--- src/hw/cfs_pkg.sv ---
package cfs_pkg;

	// =====================================================
	// widths
	localparam int PV_W = 20;
	localparam int MV_W = 16;
	localparam int ALM_N = 4;
	localparam int AW = 4;
	localparam int DW = 32;
	localparam int CUR_W = 12;
	localparam int EV_N = 5;

	// =====================================================
	// register offsets
	localparam logic [AW-1:0] ADDR_CFG = 4'h0;
	localparam logic [AW-1:0] ADDR_LO = 4'h1;
	localparam logic [AW-1:0] ADDR_HI = 4'h2;
	localparam logic [AW-1:0] ADDR_MV_ERR = 4'h3;
	localparam logic [AW-1:0] ADDR_MV_MAN = 4'h4;
	localparam logic [AW-1:0] ADDR_MV_RST = 4'h5;
	localparam logic [AW-1:0] ADDR_STATUS = 4'h6;
	localparam logic [AW-1:0] ADDR_MASK = 4'h7;
	localparam logic [AW-1:0] ADDR_LIVE = 4'h8;

	// =====================================================
	// field positions and reset values
	localparam int CFG_KIND = 0;
	localparam int CFG_FAHR = 2;
	localparam int CFG_FTA = 3;
	localparam int CFG_ERRMV = 4;
	localparam int CFG_MANMV = 5;
	localparam int CFG_RSTMV = 6;
	localparam int CFG_CUR2 = 7;
	localparam int EV_INPUT = 0;
	localparam int EV_OVR = 1;
	localparam int EV_ADC = 2;
	localparam int EV_MEM = 3;
	localparam int EV_CUR = 4;
	localparam logic [7:0] CFG_RST = 8'h00;
	localparam logic [PV_W-1:0] LO_RST = 20'h00000;
	localparam logic [PV_W-1:0] HI_RST = 20'h003E8;
	localparam logic [MV_W-1:0] MV_RST = 16'h0000;
	localparam logic [EV_N-1:0] MASK_RST = 5'h00;

	// =====================================================
	// limits
	localparam int MARGIN_C = 20;
	localparam int MARGIN_F = 40;
	localparam int ANA_LO_PCT = -5;
	localparam int ANA_HI_PCT = 105;
	localparam int DISP_MIN = -19999;
	localparam int DISP_MAX = 32400;
	localparam int CUR_LIMIT_DA = 550;

	// =====================================================
	// types
	typedef enum logic [1:0] {KIND_TC = 2'h0, KIND_RTD = 2'h1, KIND_ANA = 2'h2} cfs_kind_t;
	typedef enum logic [2:0] {SEL_PV = 3'h0, SEL_PV_SP = 3'h1, SEL_PV_MV = 3'h2,
		SEL_RSP = 3'h3, SEL_OTHER = 3'h4} cfs_sel_t;
	typedef enum logic [2:0] {CODE_NONE = 3'h0, CODE_INPUT = 3'h1, CODE_OVR_LO = 3'h2,
		CODE_OVR_HI = 3'h3, CODE_ADC = 3'h4, CODE_MEM = 3'h5, CODE_CUR = 3'h6} cfs_code_t;
	typedef struct packed {
		logic [AW-1:0] addr;
		logic [DW-1:0] wdata;
		logic wr;
		logic rd;
	} cfs_bus_t;
	typedef struct packed {
		logic ctrl_on;
		logic [MV_W-1:0] ctrl_val;
		logic [ALM_N-1:0] alarm;
		logic cur_zero;
		cfs_code_t disp1;
		cfs_code_t disp2;
		logic ovr_pv;
		logic ovr_rsp;
	} cfs_out_t;
	typedef struct packed {
		logic [4:0] s1;
		logic [4:0] s2;
		logic [7:0] cfg;
		logic [PV_W-1:0] lo;
		logic [PV_W-1:0] hi;
		logic [MV_W-1:0] mv_err;
		logic [MV_W-1:0] mv_man;
		logic [MV_W-1:0] mv_rst;
		logic [EV_N-1:0] status;
		logic [EV_N-1:0] mask;
		logic [DW-1:0] rdata;
		cfs_out_t out;
	} cfs_st_t;
endpackage

--- src/hw/cfs_supervisor.sv ---
`timescale 1ns/1ns
module cfs_supervisor
	import cfs_pkg::*;
#(
	parameter int UNIT_PER_DEG = 1,
	parameter int CUR_LIMIT = CUR_LIMIT_DA
)
(
	input wire logic clk_sys,
	input wire logic rst,
	input wire cfs_bus_t bus,
	output logic [DW-1:0] rd_data,
	input wire logic signed [PV_W-1:0] process_value,
	input wire logic [CUR_W-1:0] heater_cur,
	input wire cfs_sel_t disp_sel,
	input wire logic ctrl_req_on,
	input wire logic [MV_W-1:0] ctrl_req_val,
	input wire logic [ALM_N-1:0] alarm_req,
	input wire logic [ALM_N-1:0] alarm_hi_resp,
	input wire logic manual_act,
	input wire logic reset_act,
	input wire logic [2:0] pin_rtd_open,
	input wire logic pin_adc_fault,
	input wire logic pin_mem_fault,
	output cfs_out_t out,
	output logic irq
);

	// =====================================================
	// state
	cfs_st_t st_reg;
	cfs_st_t st_next;

	logic signed [31:0] pv;
	logic signed [31:0] lo;
	logic signed [31:0] hi;
	logic signed [31:0] margin;
	logic signed [31:0] span;
	logic signed [31:0] dpv;
	cfs_kind_t kind;
	logic rtd_open;
	logic in_range;
	logic in_fault;
	logic ovr_lo;
	logic ovr_hi;
	logic adc_f;
	logic mem_f;
	logic cur_over;
	logic show_val;
	logic show_ovr;
	logic [EV_N-1:0] ev;
	logic rd_status;

	function automatic cfs_code_t pick_code(input logic mem, input logic adc,
		input logic inp, input logic olo, input logic ohi, input logic cur);
		if (mem)
			return CODE_MEM;
		else if (adc)
			return CODE_ADC;
		else if (inp)
			return CODE_INPUT;
		else if (olo)
			return CODE_OVR_LO;
		else if (ohi)
			return CODE_OVR_HI;
		else if (cur)
			return CODE_CUR;
		return CODE_NONE;
	endfunction

	// =====================================================
	// classification
	always_comb
	begin
		pv = 32'(process_value);
		lo = 32'(signed'(st_reg.lo));
		hi = 32'(signed'(st_reg.hi));
		kind = cfs_kind_t'(st_reg.cfg[CFG_KIND +: 2]);
		// fahrenheit degrees are finer, so the margin doubles
		margin = st_reg.cfg[CFG_FAHR] ? 32'(MARGIN_F * UNIT_PER_DEG) : 32'(MARGIN_C * UNIT_PER_DEG);
		span = hi - lo;
		dpv = pv - lo;
		if (kind == KIND_ANA)
			// scaled by 100 to avoid a divider
			in_range = (dpv * 100 >= span * ANA_LO_PCT) && (dpv * 100 <= span * ANA_HI_PCT);
		else
			in_range = (pv >= lo - margin) && (pv <= hi + margin);
		rtd_open = (kind == KIND_RTD) && (|st_reg.s2[2:0]);
		in_fault = !in_range || rtd_open;
		ovr_lo = !in_fault && (pv < DISP_MIN);
		ovr_hi = !in_fault && (pv > DISP_MAX);
		adc_f = st_reg.s2[3];
		mem_f = st_reg.s2[4];
		cur_over = 32'(heater_cur) > CUR_LIMIT;
		show_val = (disp_sel == SEL_PV) || (disp_sel == SEL_PV_SP) || (disp_sel == SEL_PV_MV);
		show_ovr = show_val || (disp_sel == SEL_RSP);
		ev = '0;
		ev[EV_INPUT] = in_fault;
		ev[EV_OVR] = ovr_lo || ovr_hi;
		ev[EV_ADC] = adc_f;
		ev[EV_MEM] = mem_f;
		ev[EV_CUR] = cur_over;
		rd_status = bus.rd && (bus.addr == ADDR_STATUS);
	end

	// =====================================================
	// next state
	always_comb
	begin
		st_next = st_reg;
		// pin synchronisers
		st_next.s1 = {pin_mem_fault, pin_adc_fault, pin_rtd_open};
		st_next.s2 = st_reg.s1;
		if (bus.wr)
		begin
			unique case (bus.addr)
				ADDR_CFG: st_next.cfg = bus.wdata[7:0];
				ADDR_LO: st_next.lo = bus.wdata[PV_W-1:0];
				ADDR_HI: st_next.hi = bus.wdata[PV_W-1:0];
				ADDR_MV_ERR: st_next.mv_err = bus.wdata[MV_W-1:0];
				ADDR_MV_MAN: st_next.mv_man = bus.wdata[MV_W-1:0];
				ADDR_MV_RST: st_next.mv_rst = bus.wdata[MV_W-1:0];
				ADDR_MASK: st_next.mask = bus.wdata[EV_N-1:0];
				default: ;
			endcase
		end
		st_next.rdata = '0;
		if (bus.rd)
		begin
			unique case (bus.addr)
				ADDR_CFG: st_next.rdata = {24'h000000, st_reg.cfg};
				ADDR_LO: st_next.rdata = 32'(signed'(st_reg.lo));
				ADDR_HI: st_next.rdata = 32'(signed'(st_reg.hi));
				ADDR_MV_ERR: st_next.rdata = {16'h0000, st_reg.mv_err};
				ADDR_MV_MAN: st_next.rdata = {16'h0000, st_reg.mv_man};
				ADDR_MV_RST: st_next.rdata = {16'h0000, st_reg.mv_rst};
				ADDR_STATUS: st_next.rdata = {27'h0000000, st_reg.status};
				ADDR_MASK: st_next.rdata = {27'h0000000, st_reg.mask};
				ADDR_LIVE: st_next.rdata = {27'h0000000, ev};
				default: st_next.rdata = '0;
			endcase
		end
		// set beats the read-clear
		st_next.status = (rd_status ? '0 : st_reg.status) | ev;

		// control and alarm outputs
		st_next.out.cur_zero = 1'b0;
		if (adc_f || mem_f)
		begin
			// internal faults outrank every fallback value
			st_next.out.ctrl_on = 1'b0;
			st_next.out.ctrl_val = '0;
			st_next.out.alarm = '0;
			st_next.out.cur_zero = mem_f;
		end
		else if (in_fault)
		begin
			st_next.out.alarm = alarm_hi_resp;
			if (st_reg.cfg[CFG_FTA])
				st_next.out.alarm[0] = 1'b1;
			if (manual_act && st_reg.cfg[CFG_MANMV])
			begin
				st_next.out.ctrl_on = 1'b1;
				st_next.out.ctrl_val = st_reg.mv_man;
			end
			else if (reset_act && st_reg.cfg[CFG_RSTMV])
			begin
				st_next.out.ctrl_on = 1'b1;
				st_next.out.ctrl_val = st_reg.mv_rst;
			end
			else if (st_reg.cfg[CFG_ERRMV])
			begin
				st_next.out.ctrl_on = 1'b1;
				st_next.out.ctrl_val = st_reg.mv_err;
			end
			else
			begin
				st_next.out.ctrl_on = 1'b0;
				st_next.out.ctrl_val = '0;
			end
		end
		else
		begin
			// overrange does not disturb control
			st_next.out.ctrl_on = ctrl_req_on;
			st_next.out.ctrl_val = ctrl_req_val;
			st_next.out.alarm = alarm_req;
		end

		// display routing
		st_next.out.disp1 = pick_code(mem_f, adc_f, in_fault && show_val,
			ovr_lo && show_ovr, ovr_hi && show_ovr, cur_over && !st_reg.cfg[CFG_CUR2]);
		st_next.out.disp2 = (cur_over && st_reg.cfg[CFG_CUR2]) ? CODE_CUR : CODE_NONE;
		st_next.out.ovr_pv = (ovr_lo || ovr_hi) && show_val;
		st_next.out.ovr_rsp = (ovr_lo || ovr_hi) && (disp_sel == SEL_RSP);
	end

	always_ff @(posedge clk_sys)
	begin
		if (rst)
		begin
			st_reg <= '0;
			st_reg.cfg <= CFG_RST;
			st_reg.lo <= LO_RST;
			st_reg.hi <= HI_RST;
			st_reg.mv_err <= MV_RST;
			st_reg.mv_man <= MV_RST;
			st_reg.mv_rst <= MV_RST;
			st_reg.mask <= MASK_RST;
		end
		else
			st_reg <= st_next;
	end

	assign out = st_reg.out;
	assign rd_data = st_reg.rdata;
	assign irq = |(st_reg.status & st_reg.mask);

	// =====================================================
	// checks
	chk_celsius_window: assert property (@(posedge clk_sys) disable iff (rst)
		(kind == KIND_TC && !st_reg.cfg[CFG_FAHR] && pv > hi + 20 * UNIT_PER_DEG && !adc_f && !mem_f
		&& disp_sel == SEL_PV) |=> out.disp1 == CODE_INPUT)
		else $error("thermal input beyond upper limit plus 20 not flagged");
	chk_fahr_window: assert property (@(posedge clk_sys) disable iff (rst)
		(kind == KIND_TC && st_reg.cfg[CFG_FAHR] && pv == hi + 40 * UNIT_PER_DEG && !adc_f && !mem_f)
		|=> out.disp1 != CODE_INPUT)
		else $error("fahrenheit margin of 40 not honoured");
	chk_analog_window: assert property (@(posedge clk_sys) disable iff (rst)
		(kind == KIND_ANA && dpv * 100 < span * (-5) && !adc_f && !mem_f && show_val)
		|=> out.disp1 == CODE_INPUT)
		else $error("analog input below -5 percent not flagged");
	chk_rtd_open: assert property (@(posedge clk_sys) disable iff (rst)
		(kind == KIND_RTD && (|pin_rtd_open) && !pin_adc_fault && !pin_mem_fault)
		[*3] ##1 (kind == KIND_RTD && !adc_f && !mem_f && disp_sel == SEL_PV) |=> out.disp1 == CODE_INPUT)
		else $error("open sensor line not reported as input fault");
	chk_fault_alarm: assert property (@(posedge clk_sys) disable iff (rst)
		(in_fault && !adc_f && !mem_f) |=> (out.alarm[ALM_N-1:1] == $past(alarm_hi_resp[ALM_N-1:1]))
		&& (out.alarm[0] == ($past(alarm_hi_resp[0]) || $past(st_reg.cfg[CFG_FTA]))))
		else $error("alarms not forced on input fault");
	chk_fault_ctrl_off: assert property (@(posedge clk_sys) disable iff (rst)
		(in_fault && !adc_f && !mem_f && st_reg.cfg[CFG_ERRMV + 2 -: 3] == 3'h0) |=> !out.ctrl_on)
		else $error("control output on during input fault");
	chk_err_display: assert property (@(posedge clk_sys) disable iff (rst)
		(in_fault && disp_sel == SEL_OTHER && !adc_f && !mem_f) |=> out.disp1 != CODE_INPUT)
		else $error("input fault shown outside value screens");
	chk_overrange: assert property (@(posedge clk_sys) disable iff (rst)
		(!in_fault && pv > 32400 && !adc_f && !mem_f && disp_sel == SEL_RSP)
		|=> out.disp1 == CODE_OVR_HI && out.ovr_rsp && out.ctrl_on == $past(ctrl_req_on))
		else $error("overrange not shown or control disturbed");
	chk_adc_off: assert property (@(posedge clk_sys) disable iff (rst)
		$rose(adc_f) && !mem_f |=> !out.ctrl_on && out.alarm == '0 && out.disp1 == CODE_ADC)
		else $error("converter fault left outputs on");
	chk_mem_zero: assert property (@(posedge clk_sys) disable iff (rst)
		mem_f |=> out.cur_zero && !out.ctrl_on && out.ctrl_val == '0 && out.disp1 == CODE_MEM)
		else $error("memory fault left outputs on");
	chk_cur_limit: assert property (@(posedge clk_sys) disable iff (rst)
		(heater_cur == CUR_W'(CUR_LIMIT + 1) && st_reg.cfg[CFG_CUR2])
		|=> out.disp2 == CODE_CUR && st_reg.status[EV_CUR])
		else $error("heater current above 55.0 A not flagged");
endmodule // cfs_supervisor

--- config.mk ---
export PLATFORM = sky130hd
export DESIGN_NAME = cfs_supervisor
export DESIGN_NICKNAME = d
export VERILOG_FILES = /design/src/hw/cfs_pkg.sv /design/src/hw/cfs_supervisor.sv
export SDC_FILE = /design/constraint.sdc
export NUM_CORES = 1
export LEC_CHECK = 0
export ABC_CLOCK_PERIOD_IN_PS = 14700
export BUFFER_PORTS_ARGS = -buffer_cell sky130_fd_sc_hd__buf_4
export CORE_UTILIZATION = 55
export DETAILED_ROUTE_END_ITERATION = 6
export PLACE_DENSITY_LB_ADDON = 0.3
export SLEW_MARGIN = 40
export SYNTH_ARGS = -nofsm -noshare
export SYNTH_HDL_FRONTEND = slang
export SYNTH_SLANG_ARGS = --single-unit
--- constraint.sdc ---
create_clock -name clk_sys -period 14.7 [get_ports clk_sys]
set_input_delay 2.205 -clock clk_sys [delete_from_list [all_inputs] [get_ports clk_sys]]
set_output_delay 2.205 -clock clk_sys [all_outputs]
set_load 0.1 [all_outputs]
==> Yosys cells after proc, flatten, opt, wreduce, memory -nomap -nowiden <==
Cells that the tools add are included.
{ "op_classes": {"n_mul": 3, "bitwise": 5, "eq_ne": 13, "n_reduce_logical": 40, "n_mux": 22, "add_sub_neg": 4, "order_cmp": 7} }
{ "ops": {"columns": ["cell", "n"], "rows": [
  ["$pmux 32 s9", 1],
  ["$mux 17", 3],
  ["$sub 20x20->21", 2],
  ["$ge 29x25->1", 1],
  ["$le 29x29->1", 1],
  ["$mul 21x8->29 const B", 1],
  ["$mul 21x6->27 const B", 1],
  ["$mul 21x4->25 const B", 1],
  ["$add 20x7->21", 1],
  ["$ge 20x21->1", 1],
  ["$le 20x21->1", 1],
  ["$mux 21", 1],
  ["$mux 3", 7],
  ["$sub 20x7->21", 1],
  ["$gt 20x16->1 const B", 1],
  ["$lt 20x16->1 const B", 1],
  ["$eq 4x3->1 const B", 4],
  ["$logic_and 1x1->1", 15],
  ["$reduce_and 2->1", 7],
  ["$gt 12x10->1 const B", 1],
  ["$reduce_or 5->1", 2],
  ["$eq 4x2->1 const B", 2],
  ["$mux 1", 8],
  ["$reduce_or 2->1", 4],
  ["16 further kinds", 26]
]} }
{ "word_totals": {"output_inout_bits": 63, "register_bits": 178, "wordCells": 114, "input_bits": 107} }

==> Longest topological paths before layout <==
Gate-level depths: netlist of run 1.
{ "depth": {"ltp_word": 17, "depth_mapped": 38, "depth_no_buf": 36} }

==> Least setup slack after synthesis of run 1 <==
Ideal clock, no wire load.
{ "synth_path": {"path_kind": "in2reg", "startpoint": "in process_value[0]", "endpoint": "reg st_reg (netlist bit out[14])", "required_time_ns": 14.572, "slack_ns": 5.149, "setup_ns": 0.128, "path_stages": 35, "n_path_buf": 2, "arrival_ns": 9.423, "cell_sequence": "inv_1 -> ha_1 -> inv_1 -> fa_1 -> a211oi_1 -> o21ai_0 -> a2111oi_0 -> nor3_1 -> a21o_1 -> a21oi_1 -> xnor2_1 -> inv_1 -> fa_1 -> inv_1 -> ha_1 -> ha_1 -> and3_1 -> a21oi_1 -> o31ai_1 -> o41a_1 -> a2111oi_0 -> o21bai_1 -> a21oi_1 -> xnor2_1 -> ha_1 -> and4_1 -> a221o_1 -> a21oi_1 -> o21a_1 -> mux2_2 -> a22oi_2 -> buf_4 -> buf_4 -> mux2i_1 -> nor2_1"} }
{ "synth_between": {"elab_chain_cells": 8} }
{ "synth_rtl": {"columns": ["element", "line_no", "text"], "rows": [
  ["from (decl)", "cfs_supervisor.sv:13", "input wire logic signed [PV_W-1:0] process_value,"],
  ["$sub 20x20->21", "cfs_supervisor.sv:82", "dpv = pv - lo;"],
  ["$mul 21x6->27", "cfs_supervisor.sv:85", "in_range = (dpv * 100 >= span * ANA_LO_PCT) && (dpv * 100 <= span * ANA_HI_PCT);"],
  ["$ge 29x25->1 / $le 29x29->1 (equally long branches)", "cfs_supervisor.sv:85", null],
  ["$logic_and 1x1->1", "cfs_supervisor.sv:85", null],
  ["$mux 1 (*)", "cfs_supervisor.sv:83", "if (kind == KIND_ANA)"],
  ["$logic_not 1->1 (*)", "cfs_supervisor.sv:89", "in_fault = !in_range || rtd_open;"],
  ["$logic_or 1x1->1 (*)", "cfs_supervisor.sv:89", null],
  ["$mux 21 (*)", "cfs_supervisor.sv:156", "else if (in_fault)"],
  ["to (signal assigned)", "cfs_supervisor.sv:212", "st_reg <= st_next;"],
  ["to (decl)", "cfs_supervisor.sv:31", "cfs_st_t st_reg;"]
]} }
Every way passes the cells marked *; elsewhere a longest branch is shown, timed or not.
A chain may end at the register's enable or synchronous reset.

==> Worst setup path after layout of run 1 <==
{ "layout_path": {"startpoint": "in process_value[0]", "endpoint": "reg st_reg (netlist bit out[0])"} }
{ "layout_between": {"elab_chain_cells": 11} }
{ "layout_rtl": {"columns": ["element", "line_no", "text"], "rows": [
  ["$sub 20x20->21", "cfs_supervisor.sv:82", null],
  ["$mul 21x6->27", "cfs_supervisor.sv:85", null],
  ["$ge 29x25->1 / $le 29x29->1 (equally long branches)", "cfs_supervisor.sv:85", null],
  ["$logic_and 1x1->1", "cfs_supervisor.sv:85", null],
  ["$mux 1", "cfs_supervisor.sv:83", null],
  ["$logic_not 1->1", "cfs_supervisor.sv:89", null],
  ["$logic_or 1x1->1", "cfs_supervisor.sv:89", null],
  ["$logic_not 1->1", "cfs_supervisor.sv:90, cfs_supervisor.sv:91", null],
  ["$logic_and 1x1->1 (on tied branches)", "cfs_supervisor.sv:90, cfs_supervisor.sv:91", null],
  ["$logic_or 1x1->1 (*)", "cfs_supervisor.sv:195", "st_next.out.ovr_rsp = (ovr_lo || ovr_hi) && (disp_sel == SEL_RSP);"],
  ["$logic_and 1x1->1 (*)", "cfs_supervisor.sv:195", null]
]} }
Marks and branches as above.

==> results of run 1 <==
per-stage QoR:
| stage | instances | instance area [um2] | power (mW) | utilization |
|---|---|---|---|---|
| final | 2846 | 20500 | 3.44 | 0.611 |
| after global routing | 2846 | 20500 | 3.78 | 0.611 |
| after CTS | 2845 | 20500 | 3.43 | 0.610 |
| after detailed placement | 2813 | 20000 | 2.98 | 0.594 |
| after global placement | 2812 | 19900 | 2.89 | 0.593 |
| after floorplan | 2327 | 18800 | 2.41 | - |
critical path, delay by kind of cell:
| kind | cells | cell delay (ns) |
|---|---|---|
| AOI/OAI and AO/OA | 14 | 3.67 |
| and+or+nand+nor | 8 | 2.38 |
| adders and majority gates | 6 | 2.10 |
| buffers and inverters | 6 | 0.70 |
| xor gates and xnor gates | 2 | 0.36 |
synthesized netlist by cell type, drive strengths merged (33+ instances only):
master	n	area share
xor2	70	0.033
fa	61	0.065
ha	351	0.23
xnor2	91	0.042
clkbuf	59	0.012
nand2	275	0.055
buf	72	0.028
a21oi	228	0.061
inv	221	0.044
a21o	71	0.028
o21ai	69	0.018
nor3	37	0.0098
nor2	109	0.022
a22oi	33	0.013
dfxtp	164	0.17
mux2i	33	0.018
nand3	45	0.012
cell families (layout without fill, tap and decap cells):
logic type	count (synthesis)	count (layout)	synth area share
other	1	2	0.000199
and+or+nand+nor	646	646	0.162
AOI/OAI and AO/OA	552	552	0.186
muxes	39	39	0.0211
adders and majority gates	412	412	0.298
DFF	164	164	0.174
xor gates and xnor gates	161	161	0.0749
buffers and inverters	352	422	0.0836
power breakdown:
part | switching [mW] | internal, mW
clock | 0.190 | 0.240
sequential | 0.00817 | 0.456
combinational | 1.45 | 1.09
final cells by class:
cell class                      instances  area, um2  area share
Antenna cell                            1       2.50    0.000122
Multi-Input combinational cell       1811      14000       0.683
Inverter                              221        830      0.0404
Sequential cell                       164       3280       0.160
Clock inverter                         13        124     0.00603
Tap cell                              448        561      0.0273
Timing Repair Buffer                  169       1270      0.0620
Clock buffer                           19        443      0.0216
per-layer routing:
layer / track usage / up-vias / wire, um
li1: - / 8202 / -
met1: 0.334 / 7789 / 20800
met2: 0.490 / 461 / 23500
met3: 0.0263 / 74 / 2150
met4: 0.101 / 0 / 1280
met5: 0 / - / 0
path summary, 6_finish.rpt:
kind	slack, ns	end	depth (start not counted)	start
worst min register to register	0.44	ev[3]	1	st_next[172]
worst min-delay path	0.44	ev[3]	1	st_next[172]
worst max register to register	4.96	out[7]	33	lo[6]
worst max-delay path	3.61	out[0]	36	process_value[0]
==> results by group, run 1 <==
Run status
  – Outcome: complete, no violations

Route
  – Antenna Nets Post-Route: 0
  – DR WL/cell: 16.8 um
  – DRT iter0 DRCs: 944
  – Via count: 16500
  – Via/cell ratio: 5.81
  – WL final: 47.8 mm
  – Residual DRC count: 0
  – Drt pass-1 iters: 5

Synthesis
  – EDFF count, synth: 0
  – Async S/R FF share, synth: 0
  – Post-Synthesis Cells: 2327
  – Syn Nets: 2846
  – Flops & latches, synth: 164
  – Post-Synthesis Cell Area: 18800 um2
  – Synth cell types: 80
  – Avg Inst Size Synth: 8.09 um2
  – Seq/Total Area, Yosys: 0.174
  – Main synth FF type: dfxtp_1
  – Synth warn: 0

Global route
  – Largest net degree at the start of global routing: 107
  – Vias in the first global route: 16300
  – Initial antenna violation count: 1
  – GRT Overall Usage: 0.272
  – First-pass GRT wire length: 78.6 mm
  – Total congestion overflow: 0

Critical path
  – CP endpoint kind: flip-flop
  – CP peak stage delay: 0.76 ns
  – Critical Path AT: 11.42 ns
  – Crit Path Max Fanout: 30
  – CP required: 15.03 ns
  – Slowest library cell on the worst path: a2111oi_0
  – Setup crit start kind: input pin
  – Critical Setup Path Class: in2reg

Clock network
  – CTS tree: yes
  – Clock buffer count from CTS: 17
  – CTS max path bufs: 2
  – CTS resizes: 0
  – H-tree depth: 4
  – Hold-fix buffers at CTS: 0
  – Clock sinks: 164
  – Clock slew seen by the registers of the worst setup and hold paths: 0.07 ns
  – Setup bufs post-CTS: 0
  – Skew-Pair Late Insertion Delay: 0.44 ns
  – CTS Root Cell: clkbuf_16

Placed design
  – GP Congestion: 0.961
  – Hpwl dp: 39.1 mm
  – Number of port buffers: 156
  – Place WS: 3.19 ns

STA
  – Fin. Hold Viols: 0
  – Setup TNS: 0 ns
  – Final worst path period share: 0.754
  – Min cycle time layout: 11.09 ns
  – Fmax: 90.2 MHz
  – Pins Over Slew Limit: 0
  – Worst setup margin: 3.61 ns
  – Worst-Margin Slew: 0.833 ns
  – RSZ-0062 raised after global routing: false
  – Final setup vio count: 0
  – Clock skew: 0.00989 ns
  – Fin Hold WS: 0.442 ns
  – Relative slew margins: 0.443

Power
  – Pleak: 9.79 nW
  – PwrDens: 167 nW/um2
  – Max VDD drop: 128 uV

Die
  – Initial core utilization: 0.560
  – # IOs: 170
  – DIE AREA: 35000 um2
  – Die height: 187 um
  – Die Wd: 187 um
  – Core Box Area: 33600 um2
  – Num rows: 67

Cells and area
  – Final nets: 2903
  – Area Overhead vs Synth: 9.08%
  – Commonest cells after routing, fill and taps aside: ha_1, nand2_1, a21oi_1
  – Most common cell after layout, fill and taps aside: ha_1
  – Share of post-route cells with drive strength above 1: 0.0980
  – Fillers: 2981
  – Number of flip-flops in the largest register: 67

Hold path
  – Hold Crit Class: reg2reg

Run
  – Max_cap viols: 0
No activity file was read; power rests on OpenSTA's default activity.
==> run 2: changes to the inputs <==
- ABC_CLOCK_PERIOD_IN_PS: 14700 -> 10770
- clock period: 14.7 -> 10.77 ns (I/O delays scaled with it)
==> results by group, run 2 (synthesis results as in run 1) <==
Run status
  – Outcome: finished with violations (was complete, no violations)
  – Failing checks: design-rule violations

Die
  – Core Box Area: 33600 um2 (unchanged)
  – # IOs: 170 (unchanged)
  – Die Wd: 187 um (unchanged)
  – DIE AREA: 35000 um2 (unchanged)
  – Initial core utilization: 0.560 (unchanged)
  – Num rows: 67 (unchanged)
  – Die height: 187 um (unchanged)

Critical path
  – CP endpoint kind: flip-flop (unchanged)
  – CP peak stage delay: 0.68 ns (was 0.76 ns)
  – Slowest library cell on the worst path: a2111oi_0 (unchanged)
  – Setup crit start kind: input pin (unchanged)
  – Crit Path Max Fanout: 25 (was 30)
  – CP required: 11.15 ns (was 15.03 ns)
  – Critical Path AT: 10.61 ns (was 11.42 ns)
  – Critical Setup Path Class: in2reg (unchanged)

Global route
  – GRT Overall Usage: 0.274 (was 0.272)
  – First-pass GRT wire length: 78.7 mm (was 78.6 mm)
  – Vias in the first global route: 16100 (was 16300)
  – Total congestion overflow: 0 (unchanged)
  – Largest net degree at the start of global routing: 98 (was 107)
  – Initial antenna violation count: 0 (was 1)

Route
  – Via count: 16500 (about the same)
  – DRT iter0 DRCs: 1108 (was 944)
  – Residual DRC count: 7 (was 0)
  – WL final: 48.6 mm (was 47.8 mm)
  – Antenna Nets Post-Route: 0 (unchanged)
  – DR WL/cell: 17.1 um (was 16.8 um)
  – Drt pass-1 iters: 7 (was 5)
  – Via/cell ratio: 5.80 (was 5.81)

Run
  – Max_cap viols: 0 (unchanged)

Placed design
  – Number of port buffers: 156 (unchanged)
  – GP Congestion: 0.942 (was 0.961)
  – Hpwl dp: 39.7 mm (was 39.1 mm)

Clock network
  – Hold-fix buffers at CTS: 0 (unchanged)
  – Skew-Pair Late Insertion Delay: 0.43 ns (was 0.44 ns)
  – Clock sinks: 164 (unchanged)
  – Clock slew seen by the registers of the worst setup and hold paths: 0.06 ns (was 0.07 ns)
  – Clock buffer count from CTS: 17 (unchanged)
  – CTS resizes: 0 (unchanged)
  – CTS tree: yes (unchanged)
  – CTS Root Cell: clkbuf_16 (unchanged)
  – CTS max path bufs: 2 (unchanged)
  – H-tree depth: 4 (unchanged)
  – Setup bufs post-CTS: 0 (unchanged)

Cells and area
  – Finished Core Util: 0.612 (was 0.611)
  – Final nets: 2907 (was 2903)
  – Commonest cells after routing, fill and taps aside: ha_1, nand2_1, a21oi_1 (unchanged)
  – Footprint of the multi-input gates: 14000 um2 (about the same)
  – Number of flip-flops in the largest register: 67 (unchanged)
  – Register area: 3280 um2 (unchanged)
  – Most common cell after layout, fill and taps aside: ha_1 (unchanged)
  – Area Overhead vs Synth: 9.26% (was 9.08%)
  – Share of post-route cells with drive strength above 1: 0.0991 (was 0.0980)
  – # diodes: 0 (was 1)
  – Fillers: 2972 (was 2981)

Power
  – Max VDD drop: 137 uV (was 128 uV)
  – PwrDens: 228 nW/um2 (was 167 nW/um2)
  – Overall power: 4.69 mW (was 3.44 mW)
  – Pleak: 9.80 nW (was 9.79 nW)

STA
  – Fmax: 97.7 MHz
  – RSZ-0062 raised after global routing: false (unchanged)
  – Final setup vio count: 0 (unchanged)
  – Worst-Margin Slew: 0.811 ns (was 0.833 ns)
  – Clock skew: 0.00755 ns (was 0.00989 ns)
  – Pins Over Slew Limit: 0 (unchanged)
  – Setup TNS: 0 ns (unchanged)
  – Final worst path period share: 0.950
  – Relative slew margins: 0.452 (was 0.443)
  – Min cycle time layout: 10.23 ns
  – Fin. Hold Viols: 0 (unchanged)

Hold path
  – Hold Crit Class: reg2reg (unchanged)
==> run 2: cell types whose count changed in the layout (fill, tap and decap cells not counted) <==
cell        delta
bufinv_16      -1
and2_1         +1
xor2_2         -1
clkinv_2       -3
buf_12         +1
xor2_1         +1
buf_4          +3
clkbuf_8       +2
and2_2         -1
clkinvlp_4     +2
nor4_1         -1
diode_2        -1
nor4_2         +1
==> run 2: worst paths after layout <==
| check | startpoint | end | slack [ns] | cells past startpoint |
|---|---|---|---|---|
| setup reg to reg | lo[2] | out[5] | 1.39 | 32 |
| hold / removal | st_next[170] | st_reg[170] | 0.43 | 1 |
| hold reg to reg | st_next[170] | st_reg[170] | 0.43 | 1 |
| setup / recovery | process_value[0] | out[5] | 0.54 | 35 |
==> run 2: critical path: cells and delay by family <==
kind                     cells  cell delay [ns]
buffers and inverters        6             0.68
adder cells (fa/ha/maj)      6             2.06
AO/OA/AOI/OAI               17             4.85
AND/OR/NAND/NOR              3             0.59
XOR/XNOR                     2             0.39
multiplexers                 1             0.37
==> run 2: cell type report <==
| cell class | count | share of cell area |
|---|---|---|
| clock buffers | 21 | 0.0229 |
| clock inverters | 11 | 0.00456 |
| inverters | 221 | 0.0403 |
| multi-input cells | 1811 | 0.681 |
| flip-flops and latches | 164 | 0.160 |
| well taps | 448 | 0.0272 |
| repair buffers | 173 | 0.0639 |
==> run 2: where the power goes <==
part	switching, mW	leakage [nW]	internal, mW
Clock	0.260	0.265	0.318
Sequential	0.0113	1.33	0.622
Combinational	1.98	8.21	1.50
==> run 2: metal layers <==
layer,up-vias,GRT usage,routed length (um)
met5,-,0,0
met4,0,0.111,1500
met3,82,0.0216,2300
met2,508,0.491,23900
met1,7721,0.338,20900
li1,8210,-,-
==> run 2: stage by stage <==
step | cell area, um2 | worst slack, ns | hold WS (ns) | std cells
6_report | 20600 | 0.537 | 0.435 | 2849
5_1_grt | 20600 | 0.221 | 0.461 | 2849
4_1_cts | 20600 | 0.764 | 0.436 | 2849
3_5_place_dp | 20000 | 0.342 | 0.421 | 2817
3_3_place_gp | 20000 | 0.617 | 0.419 | 2816
2_1_floorplan | 18800 | 1.81 | 0.414 | 2327
